<file path="src/common/pda_pkg.sv">
/*
  Package for the loop deviation and fault alarm output block: function codes,
  widths, reset routing and the packed carriers used at the block's ports.
  Assumes a single 40 MHz control clock and synchronous, active-low reset.
*/
// What this block does
// - The loop error is the absolute difference between target and measured value, never negative.
// - An output assigned function code 04 shows the deviation flag, active when the error exceeds the threshold.
// - The deviation flag is inactive whenever the error is below the threshold.
// - The alarm flag is asserted while the drive is tripped after a fault.
// - The alarm flag drops once the fault is cleared and the drive leaves the trip state.
// - The alarm flag may be routed to any of open-collector outputs 11 to 15 or to the relay.
// - After reset the relay carries the alarm flag.
// - Function code 05 selects the alarm flag, which follows the trip state one cycle later and is not latched.
// - Open-collector outputs are active low: the transistor conducts while the assigned flag is set.
package pda_pkg;
  localparam int PDA_VAL_W = 16;
  localparam int PDA_FUNC_W = 6;
  localparam int PDA_NUM_OC = 5;
  localparam logic [PDA_FUNC_W-1:0] PDA_FN_DEVIATION = 6'h04;
  localparam logic [PDA_FUNC_W-1:0] PDA_FN_ALARM = 6'h05;
  localparam logic [PDA_FUNC_W-1:0] PDA_FN_NONE = 6'h3F;
  localparam logic [PDA_FUNC_W-1:0] PDA_RST_RELAY_FN = PDA_FN_ALARM;
  localparam logic [PDA_FUNC_W-1:0] PDA_RST_OC_FN = PDA_FN_NONE;

  typedef struct packed {
    logic [PDA_VAL_W-1:0] target;
    logic [PDA_VAL_W-1:0] measured;
  } pda_loop_t;

  typedef struct packed {
    logic [PDA_NUM_OC-1:0][PDA_FUNC_W-1:0] oc_func;
    logic [PDA_FUNC_W-1:0] relay_func;
  } pda_route_t;
endpackage

</file>
<file path="src/design/pda_outputs.sv">
/*
  Loop deviation and fault alarm flags, routed to five open-collector outputs
  and the relay. Assumes inputs synchronous to clock; the routing codes are
  captured on a load strobe and fall back to defaults under reset.
*/
`timescale 1ns/1ps
`default_nettype none
module pda_outputs (
  input wire logic clock,
  input wire logic rst_n,
  input wire pda_pkg::pda_loop_t loop_in,
  input wire logic [pda_pkg::PDA_VAL_W-1:0] deviation_threshold_setting,
  input wire logic tripped,
  input wire logic route_load,
  input wire pda_pkg::pda_route_t route_in,
  output logic loop_deviation_flag,
  output logic fault_alarm_flag,
  output logic [pda_pkg::PDA_NUM_OC-1:0] oc_out_n,
  output logic relay_energise
);
  import pda_pkg::*;

  ////////////////////////////////////////////////////////////////////////////
  function automatic logic [PDA_VAL_W-1:0] abs_diff(input logic [PDA_VAL_W-1:0] a,
                                                   input logic [PDA_VAL_W-1:0] b);
    abs_diff = (a >= b) ? (a - b) : (b - a);
  endfunction

  function automatic logic pick(input logic [PDA_FUNC_W-1:0] fn, input logic dev, input logic alm);
    pick = (fn == PDA_FN_DEVIATION) ? dev :
           (fn == PDA_FN_ALARM) ? alm : 1'b0;
  endfunction

  ////////////////////////////////////////////////////////////////////////////
  logic [PDA_VAL_W-1:0] err;
  logic dev_d;
  pda_route_t route_q;

  assign err = abs_diff(loop_in.target, loop_in.measured);
  // Strict compare keeps equality inactive, evaluated every cycle.
  assign dev_d = err > deviation_threshold_setting;

  always_ff @(posedge clock) begin
    if (!rst_n) begin
      loop_deviation_flag <= 1'b0;
    end else begin
      loop_deviation_flag <= dev_d;
    end
  end

  always_ff @(posedge clock) begin
    if (!rst_n) begin
      fault_alarm_flag <= 1'b0;
    end else begin
      fault_alarm_flag <= tripped;
    end
  end

  // Reset wins over a load strobe in the same cycle, so defaults are always restored.
  always_ff @(posedge clock) begin
    if (!rst_n) begin
      route_q.relay_func <= PDA_RST_RELAY_FN;
      for (int i = 0; i < PDA_NUM_OC; i++) begin
        route_q.oc_func[i] <= PDA_RST_OC_FN;
      end
    end else if (route_load) begin
      route_q <= route_in;
    end
  end

  // Outputs follow the registered flags, so they lag the flags by one cycle.
  always_ff @(posedge clock) begin
    if (!rst_n) begin
      oc_out_n <= '1;
      relay_energise <= 1'b0;
    end else begin
      for (int i = 0; i < PDA_NUM_OC; i++) begin
        oc_out_n[i] <= ~pick(route_q.oc_func[i], loop_deviation_flag, fault_alarm_flag);
      end
      relay_energise <= pick(route_q.relay_func, loop_deviation_flag, fault_alarm_flag);
    end
  end

  ////////////////////////////////////////////////////////////////////////////
  // The 17-bit sums rebuild the larger input from the error and the smaller one,
  // so a wrapped or signed difference cannot slip through.
  chk_err_magnitude: assert property (@(posedge clock) disable iff (!rst_n)
    ((({1'b0, err} + {1'b0, loop_in.measured}) == {1'b0, loop_in.target}) ||
     (({1'b0, err} + {1'b0, loop_in.target}) == {1'b0, loop_in.measured})))
    else $error("loop error not absolute");
  chk_dev_above: assert property (@(posedge clock) disable iff (!rst_n)
    (err > deviation_threshold_setting)
    |=> loop_deviation_flag)
    else $error("deviation flag missed");
  chk_dev_below: assert property (@(posedge clock) disable iff (!rst_n)
    (err < deviation_threshold_setting)
    |=> !loop_deviation_flag)
    else $error("deviation flag false");
  chk_dev_equal: assert property (@(posedge clock) disable iff (!rst_n)
    (err == deviation_threshold_setting)
    |=> !loop_deviation_flag)
    else $error("equal error flagged");

  ////////////////////////////////////////////////////////////////////////////
  // Alarm flag. A trip of a single cycle shows for a single cycle; nothing stretches it.
  chk_alarm_set: assert property (@(posedge clock) disable iff (!rst_n)
    $rose(tripped)
    |=> fault_alarm_flag)
    else $error("alarm not raised");
  chk_alarm_clear: assert property (@(posedge clock) disable iff (!rst_n)
    $fell(tripped)
    |=> !fault_alarm_flag)
    else $error("alarm not cleared");
  chk_alarm_hold: assert property (@(posedge clock) disable iff (!rst_n)
    (tripped [*2])
    |-> fault_alarm_flag)
    else $error("alarm dropped while tripped");
  chk_alarm_follow: assert property (@(posedge clock) disable iff (!rst_n)
    tripped
    |=> fault_alarm_flag)
    else $error("alarm missing while tripped");
  chk_alarm_idle: assert property (@(posedge clock) disable iff (!rst_n)
    !tripped
    |=> !fault_alarm_flag)
    else $error("alarm present while not tripped");

  ////////////////////////////////////////////////////////////////////////////
  // Routing codes and the values that reset restores.
  chk_route_load: assert property (@(posedge clock) disable iff (!rst_n)
    route_load
    |=> (route_q == $past(route_in)))
    else $error("routing codes not loaded");
  chk_route_hold: assert property (@(posedge clock) disable iff (!rst_n)
    !route_load
    |=> (route_q == $past(route_q)))
    else $error("routing codes changed without load");
  chk_reset_route: assert property (@(posedge clock)
    !rst_n
    |=> (route_q.relay_func == PDA_FN_ALARM))
    else $error("relay default lost");
  chk_reset_oc_route: assert property (@(posedge clock)
    !rst_n
    |=> (route_q.oc_func == {PDA_NUM_OC{PDA_RST_OC_FN}}))
    else $error("open collector default lost");
  chk_reset_outputs: assert property (@(posedge clock)
    !rst_n
    |=> ((oc_out_n == '1) && !relay_energise && !loop_deviation_flag && !fault_alarm_flag))
    else $error("outputs not idle after reset");

  ////////////////////////////////////////////////////////////////////////////
  // Relay, active high.
  chk_relay_alarm: assert property (@(posedge clock) disable iff (!rst_n)
    (route_q.relay_func == PDA_FN_ALARM)
    |=> (relay_energise == $past(fault_alarm_flag)))
    else $error("relay not following alarm");
  chk_relay_dev: assert property (@(posedge clock) disable iff (!rst_n)
    (route_q.relay_func == PDA_FN_DEVIATION)
    |=> (relay_energise == $past(loop_deviation_flag)))
    else $error("relay not following deviation");
  chk_relay_none: assert property (@(posedge clock) disable iff (!rst_n)
    ((route_q.relay_func != PDA_FN_DEVIATION) && (route_q.relay_func != PDA_FN_ALARM))
    |=> !relay_energise)
    else $error("unrouted relay energised");

  ////////////////////////////////////////////////////////////////////////////
  // Open collectors, three checks per terminal; a low pin means the transistor conducts.
  chk_oc_low: assert property (@(posedge clock) disable iff (!rst_n)
    (route_q.oc_func[0] == PDA_FN_DEVIATION)
    |=> (oc_out_n[0] == !$past(loop_deviation_flag)))
    else $error("open collector polarity wrong");
  chk_oc0_alarm: assert property (@(posedge clock) disable iff (!rst_n)
    (route_q.oc_func[0] == PDA_FN_ALARM)
    |=> (oc_out_n[0] == !$past(fault_alarm_flag)))
    else $error("open collector 0 not following alarm");
  chk_oc0_none: assert property (@(posedge clock) disable iff (!rst_n)
    ((route_q.oc_func[0] != PDA_FN_DEVIATION) && (route_q.oc_func[0] != PDA_FN_ALARM))
    |=> oc_out_n[0])
    else $error("unrouted open collector 0 conducting");
  chk_oc1_dev: assert property (@(posedge clock) disable iff (!rst_n)
    (route_q.oc_func[1] == PDA_FN_DEVIATION)
    |=> (oc_out_n[1] == !$past(loop_deviation_flag)))
    else $error("open collector 1 not following deviation");
  chk_oc1_alarm: assert property (@(posedge clock) disable iff (!rst_n)
    (route_q.oc_func[1] == PDA_FN_ALARM)
    |=> (oc_out_n[1] == !$past(fault_alarm_flag)))
    else $error("open collector 1 not following alarm");
  chk_oc1_none: assert property (@(posedge clock) disable iff (!rst_n)
    ((route_q.oc_func[1] != PDA_FN_DEVIATION) && (route_q.oc_func[1] != PDA_FN_ALARM))
    |=> oc_out_n[1])
    else $error("unrouted open collector 1 conducting");
  chk_oc2_dev: assert property (@(posedge clock) disable iff (!rst_n)
    (route_q.oc_func[2] == PDA_FN_DEVIATION)
    |=> (oc_out_n[2] == !$past(loop_deviation_flag)))
    else $error("open collector 2 not following deviation");
  chk_oc2_alarm: assert property (@(posedge clock) disable iff (!rst_n)
    (route_q.oc_func[2] == PDA_FN_ALARM)
    |=> (oc_out_n[2] == !$past(fault_alarm_flag)))
    else $error("open collector 2 not following alarm");
  chk_oc2_none: assert property (@(posedge clock) disable iff (!rst_n)
    ((route_q.oc_func[2] != PDA_FN_DEVIATION) && (route_q.oc_func[2] != PDA_FN_ALARM))
    |=> oc_out_n[2])
    else $error("unrouted open collector 2 conducting");
  chk_oc3_dev: assert property (@(posedge clock) disable iff (!rst_n)
    (route_q.oc_func[3] == PDA_FN_DEVIATION)
    |=> (oc_out_n[3] == !$past(loop_deviation_flag)))
    else $error("open collector 3 not following deviation");
  chk_oc3_alarm: assert property (@(posedge clock) disable iff (!rst_n)
    (route_q.oc_func[3] == PDA_FN_ALARM)
    |=> (oc_out_n[3] == !$past(fault_alarm_flag)))
    else $error("open collector 3 not following alarm");
  chk_oc3_none: assert property (@(posedge clock) disable iff (!rst_n)
    ((route_q.oc_func[3] != PDA_FN_DEVIATION) && (route_q.oc_func[3] != PDA_FN_ALARM))
    |=> oc_out_n[3])
    else $error("unrouted open collector 3 conducting");
  chk_oc4_dev: assert property (@(posedge clock) disable iff (!rst_n)
    (route_q.oc_func[4] == PDA_FN_DEVIATION)
    |=> (oc_out_n[4] == !$past(loop_deviation_flag)))
    else $error("open collector 4 not following deviation");
  chk_oc4_alarm: assert property (@(posedge clock) disable iff (!rst_n)
    (route_q.oc_func[4] == PDA_FN_ALARM)
    |=> (oc_out_n[4] == !$past(fault_alarm_flag)))
    else $error("open collector 4 not following alarm");
  chk_oc4_none: assert property (@(posedge clock) disable iff (!rst_n)
    ((route_q.oc_func[4] != PDA_FN_DEVIATION) && (route_q.oc_func[4] != PDA_FN_ALARM))
    |=> oc_out_n[4])
    else $error("unrouted open collector 4 conducting");
endmodule
`default_nettype wire

</file>
<file path="config.mk">
export PLATFORM = sky130hd
export DESIGN_NAME = pda_outputs
export DESIGN_NICKNAME = d
export VERILOG_FILES = /design/src/common/pda_pkg.sv /design/src/design/pda_outputs.sv
export SDC_FILE = /design/constraint.sdc
export NUM_CORES = 1
export LEC_CHECK = 0
export ABC_AREA = 0
export BUFFER_PORTS_ARGS = -buffer_cell sky130_fd_sc_hd__buf_2
export CORE_ASPECT_RATIO = 2
export CORE_MARGIN = 5
export CORE_UTILIZATION = 46
export DETAILED_ROUTE_END_ITERATION = 8
export GPL_TIMING_DRIVEN = 0
export PLACE_DENSITY = 0.82
export SYNTH_ARGS = -nofsm -noshare
export SYNTH_HDL_FRONTEND = slang
export SYNTH_SLANG_ARGS = --single-unit
</file>
<file path="constraint.sdc">
create_clock -name clock -period 8.1 [get_ports clock]
set_input_delay 0.81 -clock clock [delete_from_list [all_inputs] [get_ports clock]]
set_output_delay 0.81 -clock clock [all_outputs]
set_load 0.01 [all_outputs]
</file>
Word level (Yosys, flattened, before mapping)
Cells that the tools add are included.
Storage, ports and cells
  bits in registers: 44
  input port bits: 88
Operators by class
  $add $sub $neg: 2
  $lt $le $gt $ge: 2
  eq/ne operators: 12
  muxes and demuxes: 13
  bitwise logic cells: 5
Operators by type and width (count)
  $eq 6x3->1 const B: 12
  $sub 16x16->16: 2
  $ge 16x16->1: 1
  $gt 16x16->1: 1
  $mux 16: 1
  $mux 1: 12
  $not 1->1: 5

Depth between registers and ports, before layout
Gate-level depths: netlist (run 1).
  depth in word-level cells: 4
  depth in mapped cells: 19
  depth with buffers taken out: 19

Worst setup path after synthesis (run 1)
OpenSTA, ideal clock, no wires.
  path kind: input port to flip-flop
  start: in loop_in[16] (netlist name)
  end: reg loop_deviation_flag
  library setup time: 0.132 ns
  data arrival time: 3.895 ns
  required time: 7.968 ns
  setup slack: 4.073 ns
  stages on the path: 19
  buffers on the path: 0
  cells stage by stage: inv_1 ha_1 inv_1 fa_1 a21oi_2 o2111ai_2 a31oi_4 nand3b_4 a21oi_4 mux2i_1 xor2_1 ha_1 a21o_1 a21o_1 a21o_1 a21oi_1 nor2_1 a31oi_1 a211oi_1
On the way
  word-level cells in the longest chain between the ends: 3
RTL lines
  from (decl): RTL line pda_outputs.sv:11  | input wire pda_pkg::pda_loop_t loop_in,
  $sub 16x16->16 / $ge 16x16->1 (equally long branches): RTL line pda_outputs.sv:26  | abs_diff = (a >= b) ? (a - b) : (b - a);
  $mux 16 *: RTL line pda_outputs.sv:26
  $gt 16x16->1 *: RTL line pda_outputs.sv:41  | assign dev_d = err > deviation_threshold_setting;
  to (signal assigned): RTL line pda_outputs.sv:47  | loop_deviation_flag <= dev_d;
  to (decl): RTL line pda_outputs.sv:16  | output logic loop_deviation_flag,
Mark *: on every way between the ends. The rest lies on a longest branch, timed or not.
A chain may end at the register's enable or synchronous reset.

Worst setup path in the final report (run 1)
Same ends and word-level chain as after synthesis.

==> impl_metrics.yaml, run 1 <==
sta:
  tns_ns: 0
  worst_pin_slew_ns: 0.720
  slew_headroom: 0.520
  max_freq_mhz: 237
  fin_skew_ns: 0.00391
  rsz0062_at_grt: "no"
  period_needed_ns: 4.23
  final_hold_viol_count: 0
  finalMaxSlewViolations: 0
  setup_slack_ns: 3.87
  setup_violations: 0
  fin_crit_sh: 0.522
placement:
  placed_area_mm2: 0.00409
  pre_cts_ws_ns: 3.53
  dp_cells: 600
  port_buffers: 93
  dp_hpwl_um: 7490
  gp_congestion: 0.964
clock_tree:
  clkLatencyLatePin_ns: 0.28
  cts_hold_buffers: 0
  cts.repair.resized: 0
  htree_levels: 2
  cts_tree: "built"
  clk_path_buf_depth: 2
  path_clk_slew_ns: 0.06
  cts_buffers: 5
  cts_sinks: 44
  postCtsSetupRepairBufs: 0
  cts_root_buf: "clkbuf_16"
final_layout:
  stdcell_area_mm2: 0.00423
  n_antenna_cell: 0
  fillers: 722
  nets: 650
  syn_to_final_growth_pct: 20.7
  final_cell_mix: "buf_2, mux2i_1, inv_1, nand2_1, ha_1"
  final_common_cell: "buf_2"
  drive_above_1_share: 0.222
  final_cells: 608
floorplanning:
  coreArea_mm2: 0.00754
  rows: 45
  fp.dieArea_mm2: 0.00957
  chipWidth_um: 71.7
  initial_core_util: 0.465
  num_io_pins: 96
  fp.dieH_um: 133
global_routing:
  grt_first_pass_wirelength_um: 14200
  grt_max_degree: 15
  use_met1: 0.156
  overflow: 0
  busiest_layer: "met2"
  met2_usage: 0.392
  antenna_found_initial: 0
  use_met3: 0.0181
  grt_pass1_vias: 3349
  track_usage: 0.184
pwr:
  p_clk_frac: 0.290
  p_total_uw: 663
  p_switching_uw: 213
  leakage_uw: 0.00228
  p_comb_frac: 0.350
  p_int_uw: 450
  vdd_drop_max_mv: 0.0812
  powerDensity_mw_per_mm2: 157
  p_sw_frac: 0.321
  power_frac_seq: 0.359
setup_path:
  cp_slowest_cell: "fa_1"
  critPathMaxStageDelay_ns: 0.39
  crit_chain: "buf_2 -> inv_1 -> ha_1 -> inv_1 -> fa_1 -> a21oi_2 -> o2111ai_2 -> a31oi_4 -> nand3b_4 -> a21oi_4 -> buf_12 -> mux2_1 -> ha_1 -> nor2b_1 -> o21ai_0 -> nand2b_1 -> a21oi_1 -> o21ai_0 -> a31oi_1 -> a211oi_1"
  crit_arrival_ns: 4.38
  rr_worst_depth: 2
  critical_path_class: "primary input to flop"
  cp-start-kind: "primary input"
  cp-end-kind: "flop"
  cp_max_fo: 10
  cp_data_required_time_ns: 8.25
hold_path:
  whs_path_depth: 1
  worstHoldPathType: "flop to flop"
drt:
  viasPerCell: 5.26
  drc: 0
  drtIter0Drc: 72
  antenna_left: 0
  drt_first_pass_iters: 4
  vias: 3199
  wl_um: 8780
  wl_per_cell_um: 14.4
yosys:
  yosysWarnings: 0
  synth_seq_cells: 44
  synth_flop_cell: "dfxtp_1"
  async_flop_share: 0
  synth_fp_nets: 550
  syn_area_mm2: 0.00350
  synth.distinct_cells: 47
  synth-seq-area-share: 0.251
  synth-edff-count: 0
  synth_cells: 413
  synth.avg_cell_area_um2: 8.49
status:
  outcome: "finished clean"
flow_run:
  drv_cap: 0
-- cells in the mapped netlist, types with 2 or more instances --
cell / number / area (um^2)
nand2_1: 50 / 188
nor3_1: 5 / 25.0
inv_1: 52 / 195
nand2b_1: 2 / 12.5
buf_2: 5 / 25.0
a21o_1: 11 / 82.6
o21ai_1: 3 / 15.0
nand4_1: 4 / 25.0
a31oi_1: 2 / 12.5
o21a_1: 3 / 22.5
ha_1: 47 / 588
xor2_1: 5 / 43.8
xnor2_1: 9 / 78.8
dfxtp_1: 44 / 881
a211oi_1: 5 / 37.5
a21boi_1: 2 / 15.0
o21ai_0: 13 / 65.1
o21bai_1: 2 / 15.0
nor2b_1: 2 / 12.5
nand3_1: 8 / 40.0
fa_1: 2 / 40.0
mux2i_1: 55 / 551
nor2_1: 16 / 60.1
and2_1: 3 / 18.8
or4_1: 5 / 37.5
or4b_1: 5 / 50.1
a21oi_1: 24 / 120
clkbuf_1: 10 / 37.5
-- per-layer routing --
layer,wire length [um],part of all wire,vias up
li1,-,-,1611
met1,2850,0.32,1473
met2,5170,0.59,94
met3,457,0.052,21
met4,301,0.034,0
met5,0,0,-
-- logic make-up after synthesis --
logic type | after synthesis | synth area share
buf+inv | 69 | 0.0825
flops | 44 | 0.251
xor+xnor | 14 | 0.0350
simple gates | 106 | 0.150
compound gates | 75 | 0.142
fa+ha+maj | 49 | 0.179
mux | 56 | 0.160
-- final cells by class --
cell class                      count  area, um^2  share of cell area
Buffer                             17        93.8              0.0222
Clock buffer                        5         125              0.0296
Clock inverter                      3        18.8             0.00444
Inverter                           52         195              0.0461
Multi-Input combinational cell    300        2330               0.552
Sequential cell                    44         881               0.208
Tap cell                           94         118              0.0278
Timing Repair Buffer               93         465               0.110
-- critical path: cells and delay by family --
family	cells	cell delay [ns]
AND/OR/NAND/NOR	3	0.32
AO/OA/AOI/OAI	9	1.66
buffers and inverters	4	0.41
adder cells (fa/ha/maj)	3	0.84
multiplexers	1	0.33
-- stage by stage --
step	hold slack, ns	utilization
after detailed placement	0.409	0.542
after global placement	0.401	0.542
after global routing	0.437	0.561
final	0.416	0.561
after floorplan	0.396	-
after CTS	0.417	0.561
-- path summary, 6_finish.rpt --
path / startpoint / to / slack, ns
min reg2reg: route_q[4]$_SDFFE_PN0P_ / relay_energise$_SDFF_PN0_ / 0.42
min: route_q[4]$_SDFFE_PN0P_ / relay_energise$_SDFF_PN0_ / 0.42
max: loop_in[16] / loop_deviation_flag$_SDFF_PN0_ / 3.87
max reg2reg: route_q[23]$_SDFFE_PN1P_ / oc_out_n[2]$_SDFF_PN1_ / 6.63
-- registers in the layout (all words and copies together) (netlist names) --
register and count:
route_q 36, fault_alarm_flag 1, oc_out_n 5, relay_energise 1
loop_deviation_flag 1
-- power groups by stage --
stage          clock [uW]  sequential, uW  combinational (uW)
6_report              193             238                 232
5_1_grt               207             240                 261
4_1_cts               196             238                 234
3_5_place_dp            0             243                 232
3_3_place_gp            0             242                 226
2_1_floorplan           0             240                 166
No activity file was read; power rests on OpenSTA's default activity.
==> inputs of run 2 (changes only) <==
--- a/config.mk
+++ b/config.mk
@@ -5,14 +5,14 @@
 export SDC_FILE = /design/constraint.sdc
 export NUM_CORES = 1
 export LEC_CHECK = 0
-export ABC_AREA = 0
+export ABC_AREA = 1
 export BUFFER_PORTS_ARGS = -buffer_cell sky130_fd_sc_hd__buf_2
 export CORE_ASPECT_RATIO = 2
 export CORE_MARGIN = 5
 export CORE_UTILIZATION = 46
 export DETAILED_ROUTE_END_ITERATION = 8
 export GPL_TIMING_DRIVEN = 0
-export PLACE_DENSITY = 0.82
+export PLACE_DENSITY = 0.83
 export SYNTH_ARGS = -nofsm -noshare
 export SYNTH_HDL_FRONTEND = slang
 export SYNTH_SLANG_ARGS = --single-unit
==> constraint.sdc (replaced) <==
create_clock -name clock -period 3.74 [get_ports clock]
set_input_delay 0.374 -clock clock [delete_from_list [all_inputs] [get_ports clock]]
set_output_delay 0.374 -clock clock [all_outputs]
set_load 0.01 [all_outputs]
==> run 2 against run 1 <==
Non-clock buffer count is 3 higher. Synthesized cell count is 59% higher. Cell count is 41% higher. Hold slack worse by 0.14 ns. Critical path type unchanged. Critical endpoint unchanged. Largest cell class unchanged. Largest power group is now combinational cells.
==> impl_metrics.yaml, run 2 <==
clock_tree:
  clk_path_buf_depth: 2
  htree_levels: 2
  cts_tree: "built"
  cts_root_buf: "clkbuf_16"
  cts_buffers: 5
  path_clk_slew_ns: 0.06
  clkLatencyLatePin_ns: 0.29
  cts_hold_buffers: 0
  cts_sinks: 44
  postCtsSetupRepairBufs: 0
  cts.repair.resized: 0
yosys:
  yosysWarnings: 0
  synth_fp_nets: 795
  synth.most_common_cell: "nand2_1"
  synth.distinct_cells: 34
  synth.avg_cell_area_um2: 6.12
  synth_flop_cell: "dfxtp_1"
  async_flop_share: 0
  synth_seq_cells: 44
  syn_area_mm2: 0.00403
  ys_top_cells_by_area: "dfxtp_1, nand2_1, ha_1"
  synth_cells: 658
  synth_top_area_cell: "dfxtp_1"
  synth_top_area_frac: 0.219
  synthTopCellsByCount: "nand2_1, inv_1, nand3_1"
  synth-edff-count: 0
  synth-seq-area-share: 0.219
sta:
  slew_headroom: 0.635
  max_freq_mhz: 346
  worst_pin_slew_ns: 0.534
  fin_crit_sh: 0.773
  period_needed_ns: 2.89
  setup_violations: 0
  fin_skew_ns: 0.00515
  final_hold_viol_count: 0
  tns_ns: 0
  rsz0062_at_grt: "no"
  finalMaxSlewViolations: 0
drt:
  drt_first_pass_iters: 5
  drc: 0
  viasPerCell: 5.03
  vias: 4324
  wl_um: 10500
  wl_per_cell_um: 12.2
  antenna_left: 0
  drtIter0Drc: 112
placement:
  port_buffers: 94
  dp_hpwl_um: 9010
  gp_congestion: 0.954
  dp_cells: 852
global_routing:
  grt_pass1_vias: 4155
  grt_first_pass_wirelength_um: 17300
  antenna_found_initial: 0
  grt_max_degree: 13
  overflow: 0
  track_usage: 0.192
flow_run:
  drv_cap: 0
floorplanning:
  initial_core_util: 0.469
  num_io_pins: 96
  coreArea_mm2: 0.00859
  chipWidth_um: 76.2
  rows: 48
  fp.dieArea_mm2: 0.0108
  fp.dieH_um: 142
final_layout:
  final_cells: 859
  final_common_cell: "nand2_1"
  drive_above_1_share: 0.163
  nets: 896
  top_regs: "route_q: 36 flops, oc_out_n: 5 flops"
  syn_to_final_growth_pct: 18.6
  largest_reg_flops: 36
  largest-register: "route_q"
  final_cell_mix: "nand2_1, inv_1, buf_2, nand3_1, ha_1"
  n_antenna_cell: 0
setup_path:
  cp-start-kind: "primary input"
  crit_arrival_ns: 3.07
  critPathBufInv: 4
  critPathTopFamily: "simple AND/OR/NAND/NOR gates"
  cp_max_fo: 8
  crit_start: "loop_in[16]"
  critPathMaxStageDelay_ns: 0.44
  cp-end-kind: "flop"
  cp_data_required_time_ns: 3.92
  critPathMostFrequentCell: "nand3_1"
  crit_chain: "buf_2 -> inv_1 -> ha_1 -> inv_1 -> fa_1 -> nand3_1 -> nand3_1 -> nand2_1 -> nand3_2 -> a21oi_4 -> nand3_1 -> nand2_1 -> inv_1 -> ha_1 -> nand4_1 -> nor2_1 -> nand3_1 -> nand2_1 -> a21oi_1"
  r2r_start: "fault_alarm_flag$_SDFF_PN0_"
  critical_path_class: "primary input to flop"
  cp_slowest_cell: "fa_1"
hold_path:
  min-delay-start: "tripped"
  worstHoldPathType: "primary input to flop"
pwr:
  vdd_drop_max_mv: 0.167
  power_frac_seq: 0.341
  p_int_uw: 1010
  p_sw_frac: 0.340
  p_clk_frac: 0.289
  powerDensity_mw_per_mm2: 320
  leakage_uw: 0.00281
  p_switching_uw: 519
  p_comb_frac: 0.370
status:
  outcome: "finished clean"
[run 2: cell types whose count changed in the layout (fill, tap and decap cells not counted), moves of 10 or more]
cell,change
a21o_1,-10
nand2_1,+172
nor2_1,+14
mux2i_1,-55
inv_1,+68
a21oi_1,+10
nand3_1,+61
[run 2: path summary, 6_finish.rpt]
path,to,slack (ns),depth (start not counted)
setup / recovery,loop_deviation_flag$_SDFF_PN0_,0.85,19
hold / removal,fault_alarm_flag$_SDFF_PN0_,0.27,3
hold reg to reg,oc_out_n[0]$_SDFF_PN1_,0.41,1
setup reg to reg,oc_out_n[0]$_SDFF_PN1_,2.41,3
[run 2: metal layers]
metal,up-vias,share of wire,GRT usage
met1,1897,0.34,0.177
met2,142,0.56,0.388
li1,2254,-,-
met4,0,0.046,0.105
met3,31,0.059,0.0272
met5,-,0,0
[run 2: cell families (layout without fill, tap and decap cells)]
kind of cell / count (synthesis) / count (layout) / share of synthesized area
AOI/OAI and AO/OA: 62 / 62 / 0.0861
adders and majority gates: 49 / 49 / 0.156
DFF: 44 / 44 / 0.219
xor gates and xnor gates: 13 / 13 / 0.0283
buffers and inverters: 142 / 243 / 0.140
and+or+nand+nor: 348 / 348 / 0.371
[run 2: worst min-delay path: cells and delay by family]
family | cells | cell delay, ns
simple gates | 1 | 0.04
buf+inv | 2 | 0.12
[run 2: through the flow]
stage / setup WS [ns] / power, uW / hold slack [ns] / instance area, um^2 / util
after floorplan: 1.13 / 933 / 0.384 / 4030 / -
after global placement: 0.554 / 1080 / 0.389 / 4620 / 0.538
after detailed placement: 0.505 / 1090 / 0.402 / 4620 / 0.538
after CTS: 0.796 / 1540 / 0.263 / 4780 / 0.556
after global routing: 0.617 / 1650 / 0.301 / 4780 / 0.556
final: 0.849 / 1530 / 0.273 / 4780 / 0.556
[run 2: power groups by stage]
stage          Clock [uW]  Sequential, uW  Combinational (uW)
2_1_floorplan           0             524                 408
3_3_place_gp            0             529                 553
6_report              441             521                 564
5_1_grt               476             523                 650
4_1_cts               453             520                 568
3_5_place_dp            0             530                 565
[run 2: final cells by class]
cell class / count / area [um^2]
repair buffers: 94 / 470
fillers: 868 / 3810
plain buffers: 19 / 101
flip-flops and latches: 44 / 881
multi-input cells: 472 / 2580
well taps: 100 / 125
inverters: 123 / 462
clock buffers: 7 / 153
==> inputs of run 3 (changes only) <==
--- a/config.mk
+++ b/config.mk
@@ -5,14 +5,14 @@
 export SDC_FILE = /design/constraint.sdc
 export NUM_CORES = 1
 export LEC_CHECK = 0
-export ABC_AREA = 1
+export ABC_AREA = 0
 export BUFFER_PORTS_ARGS = -buffer_cell sky130_fd_sc_hd__buf_2
 export CORE_ASPECT_RATIO = 2
 export CORE_MARGIN = 5
 export CORE_UTILIZATION = 46
 export DETAILED_ROUTE_END_ITERATION = 8
 export GPL_TIMING_DRIVEN = 0
-export PLACE_DENSITY = 0.83
+export PLACE_DENSITY = 0.82
 export SYNTH_ARGS = -nofsm -noshare
 export SYNTH_HDL_FRONTEND = slang
 export SYNTH_SLANG_ARGS = --single-unit
==> constraint.sdc (replaced) <==
create_clock -name clock -period 3 [get_ports clock]
set_input_delay 0.3 -clock clock [delete_from_list [all_inputs] [get_ports clock]]
set_output_delay 0.3 -clock clock [all_outputs]
set_load 0.01 [all_outputs]
==> run 3 against run 2 <==
Sequential power up 24%. Combinational power up 23%. Via count decreased by 24%. Non-clock buffer count rose by 9. The flow now finishes with violations (negative setup slack). Wire length is 12% lower. Clock skew shrank 0.00057 ns. Sequential share of layout area rose by 1.5 points. First-iteration DRC count fell by 23%. Power grew 23%.
==> impl_metrics.yaml, run 3 (synthesized netlist as in run 1, its figures left out) <==
placement:
  gp_congestion: 0.924
  dp_cells: 600
  port_buffers: 93
  dp_hpwl_um: 7520
  placed_area_mm2: 0.00412
sta:
  fin_skew_ns: 0.00458
  slew_headroom: 0.507
  rsz0062_at_grt: "yes"
  finalMaxSlewViolations: 0
  final_hold_viol_count: 0
  max_freq_mhz: 303
  worst_pin_slew_ns: 0.739
  setup_violations: 1
  setup_slack_ns: -0.304
  fin_crit_sh: 1.10
  period_needed_ns: 3.30
clock_tree:
  cts_root_buf: "clkbuf_16"
  clkLatencyLatePin_ns: 0.29
  cts_hold_buffers: 0
  path_clk_slew_ns: 0.06
  htree_levels: 2
  cts_tree: "built"
  clk_path_buf_depth: 2
  cts_sinks: 44
  cts_buffers: 5
setup_path:
  critical_path_class: "primary input to flop"
  cp_data_required_time_ns: 3.15
  reg2reg_slack_ns: 1.48
  cp-start-kind: "primary input"
  cp_max_fo: 4
  crit_arrival_ns: 3.45
  cp-end-kind: "flop"
final_layout:
  top_regs: "route_q: 36 flops, oc_out_n: 5 flops"
  final_common_cell: "buf_2"
  seqCellArea_um2: 881
  largest_reg_flops: 36
  fin_util: 0.585
  largest-register: "route_q"
  multi_input_area_mm2: 0.00238
  nets: 662
  syn_to_final_growth_pct: 26.0
  stdcell_area_mm2: 0.00442
  final_cells: 620
  n_antenna_cell: 0
  drive_above_1_share: 0.255
  final_cell_mix: "buf_2, mux2i_1, inv_1, nand2_1, ha_1"
  fillers: 683
status:
  outcome: "finished with violations"
  violations: "negative setup slack"
global_routing:
  antenna_found_initial: 0
  overflow: 0
  grt_max_degree: 14
  track_usage: 0.192
  grt_first_pass_wirelength_um: 14900
  grt_pass1_vias: 3486
pwr:
  leakage_uw: 0.00235
  powerDensity_mw_per_mm2: 425
  vdd_drop_max_mv: 0.250
drt:
  wl_um: 9240
  wl_per_cell_um: 14.9
  vias: 3286
  drc: 0
  drt_first_pass_iters: 4
  antenna_left: 0
  viasPerCell: 5.30
  drtIter0Drc: 86
floorplanning:
  fp.dieArea_mm2: 0.00957
  num_io_pins: 96
  initial_core_util: 0.465
  rows: 45
  coreArea_mm2: 0.00754
  chipWidth_um: 71.7
  fp.dieH_um: 133
hold_path:
  worstHoldPathType: "primary input to flop"
flow_run:
  drv_cap: 0
run 3: power breakdown:
group	switching, uW	internal [uW]
logic	361	332
clock network	212	328
registers	25.7	618
run 3: final cells by class:
cell class / count / area share
multi-input cells: 300 / 0.540
flip-flops and latches: 44 / 0.199
repair buffers: 105 / 0.132
inverters: 52 / 0.0470
clock buffers: 6 / 0.0315
well taps: 94 / 0.0266
plain buffers: 17 / 0.0213
clock inverters: 2 / 0.00227
run 3: layer usage:
layer,routed length (um),GRT usage,up-vias
met2,5430,0.406,118
met3,502,0.0227,25
met4,318,0.0805,0
met1,2990,0.168,1507
met5,0,0,-
li1,-,-,1636
run 3: path summary, 6_finish.rpt:
kind / startpoint / to / cells past startpoint
min reg2reg: route_q[4]$_SDFFE_PN0P_ / relay_energise$_SDFF_PN0_ / 1
max: loop_in[16] / loop_deviation_flag$_SDFF_PN0_ / 20
max reg2reg: route_q[23]$_SDFFE_PN1P_ / oc_out_n[2]$_SDFF_PN1_ / 2
min: tripped / fault_alarm_flag$_SDFF_PN0_ / 2
run 3: repair_timing:
action | CTS | global route
gates resized for setup | 5 | 5
hold endpoints to repair | 0 | 0
pin swaps | 13 | 9
setup buffers | 9 | 3
setup endpoints to repair | 1 | 1
run 3: critical path, stage by stage:
cell and delay [ns]:
buf_12 0.11, inv_12 0.04, ha_4 0.12, inv_2 0.04, fa_2 0.38, a21oi_4 0.20
o2111ai_4 0.15, a31oi_4 0.20, nand3b_4 0.10, a21oi_4 0.23, mux2i_2 0.27, xor2_1 0.18
ha_1 0.27, a21o_1 0.17, a21o_1 0.16, a21o_1 0.17, a21oi_2 0.11, nor2_1 0.04
a31oi_1 0.13, a211oi_1 0.08
run 3: stage by stage:
step	hold slack [ns]	setup slack [ns]	setup TNS [ns]	power, uW
2_1_floorplan	0.396	-0.295	-0.295	1100
6_report	0.223	-0.304	-0.304	1880
5_1_grt	0.242	-0.425	-0.425	1990
3_5_place_dp	0.412	-0.858	-0.858	1290
3_3_place_gp	0.402	-0.844	-0.844	1260
4_1_cts	0.218	-0.415	-0.415	1860
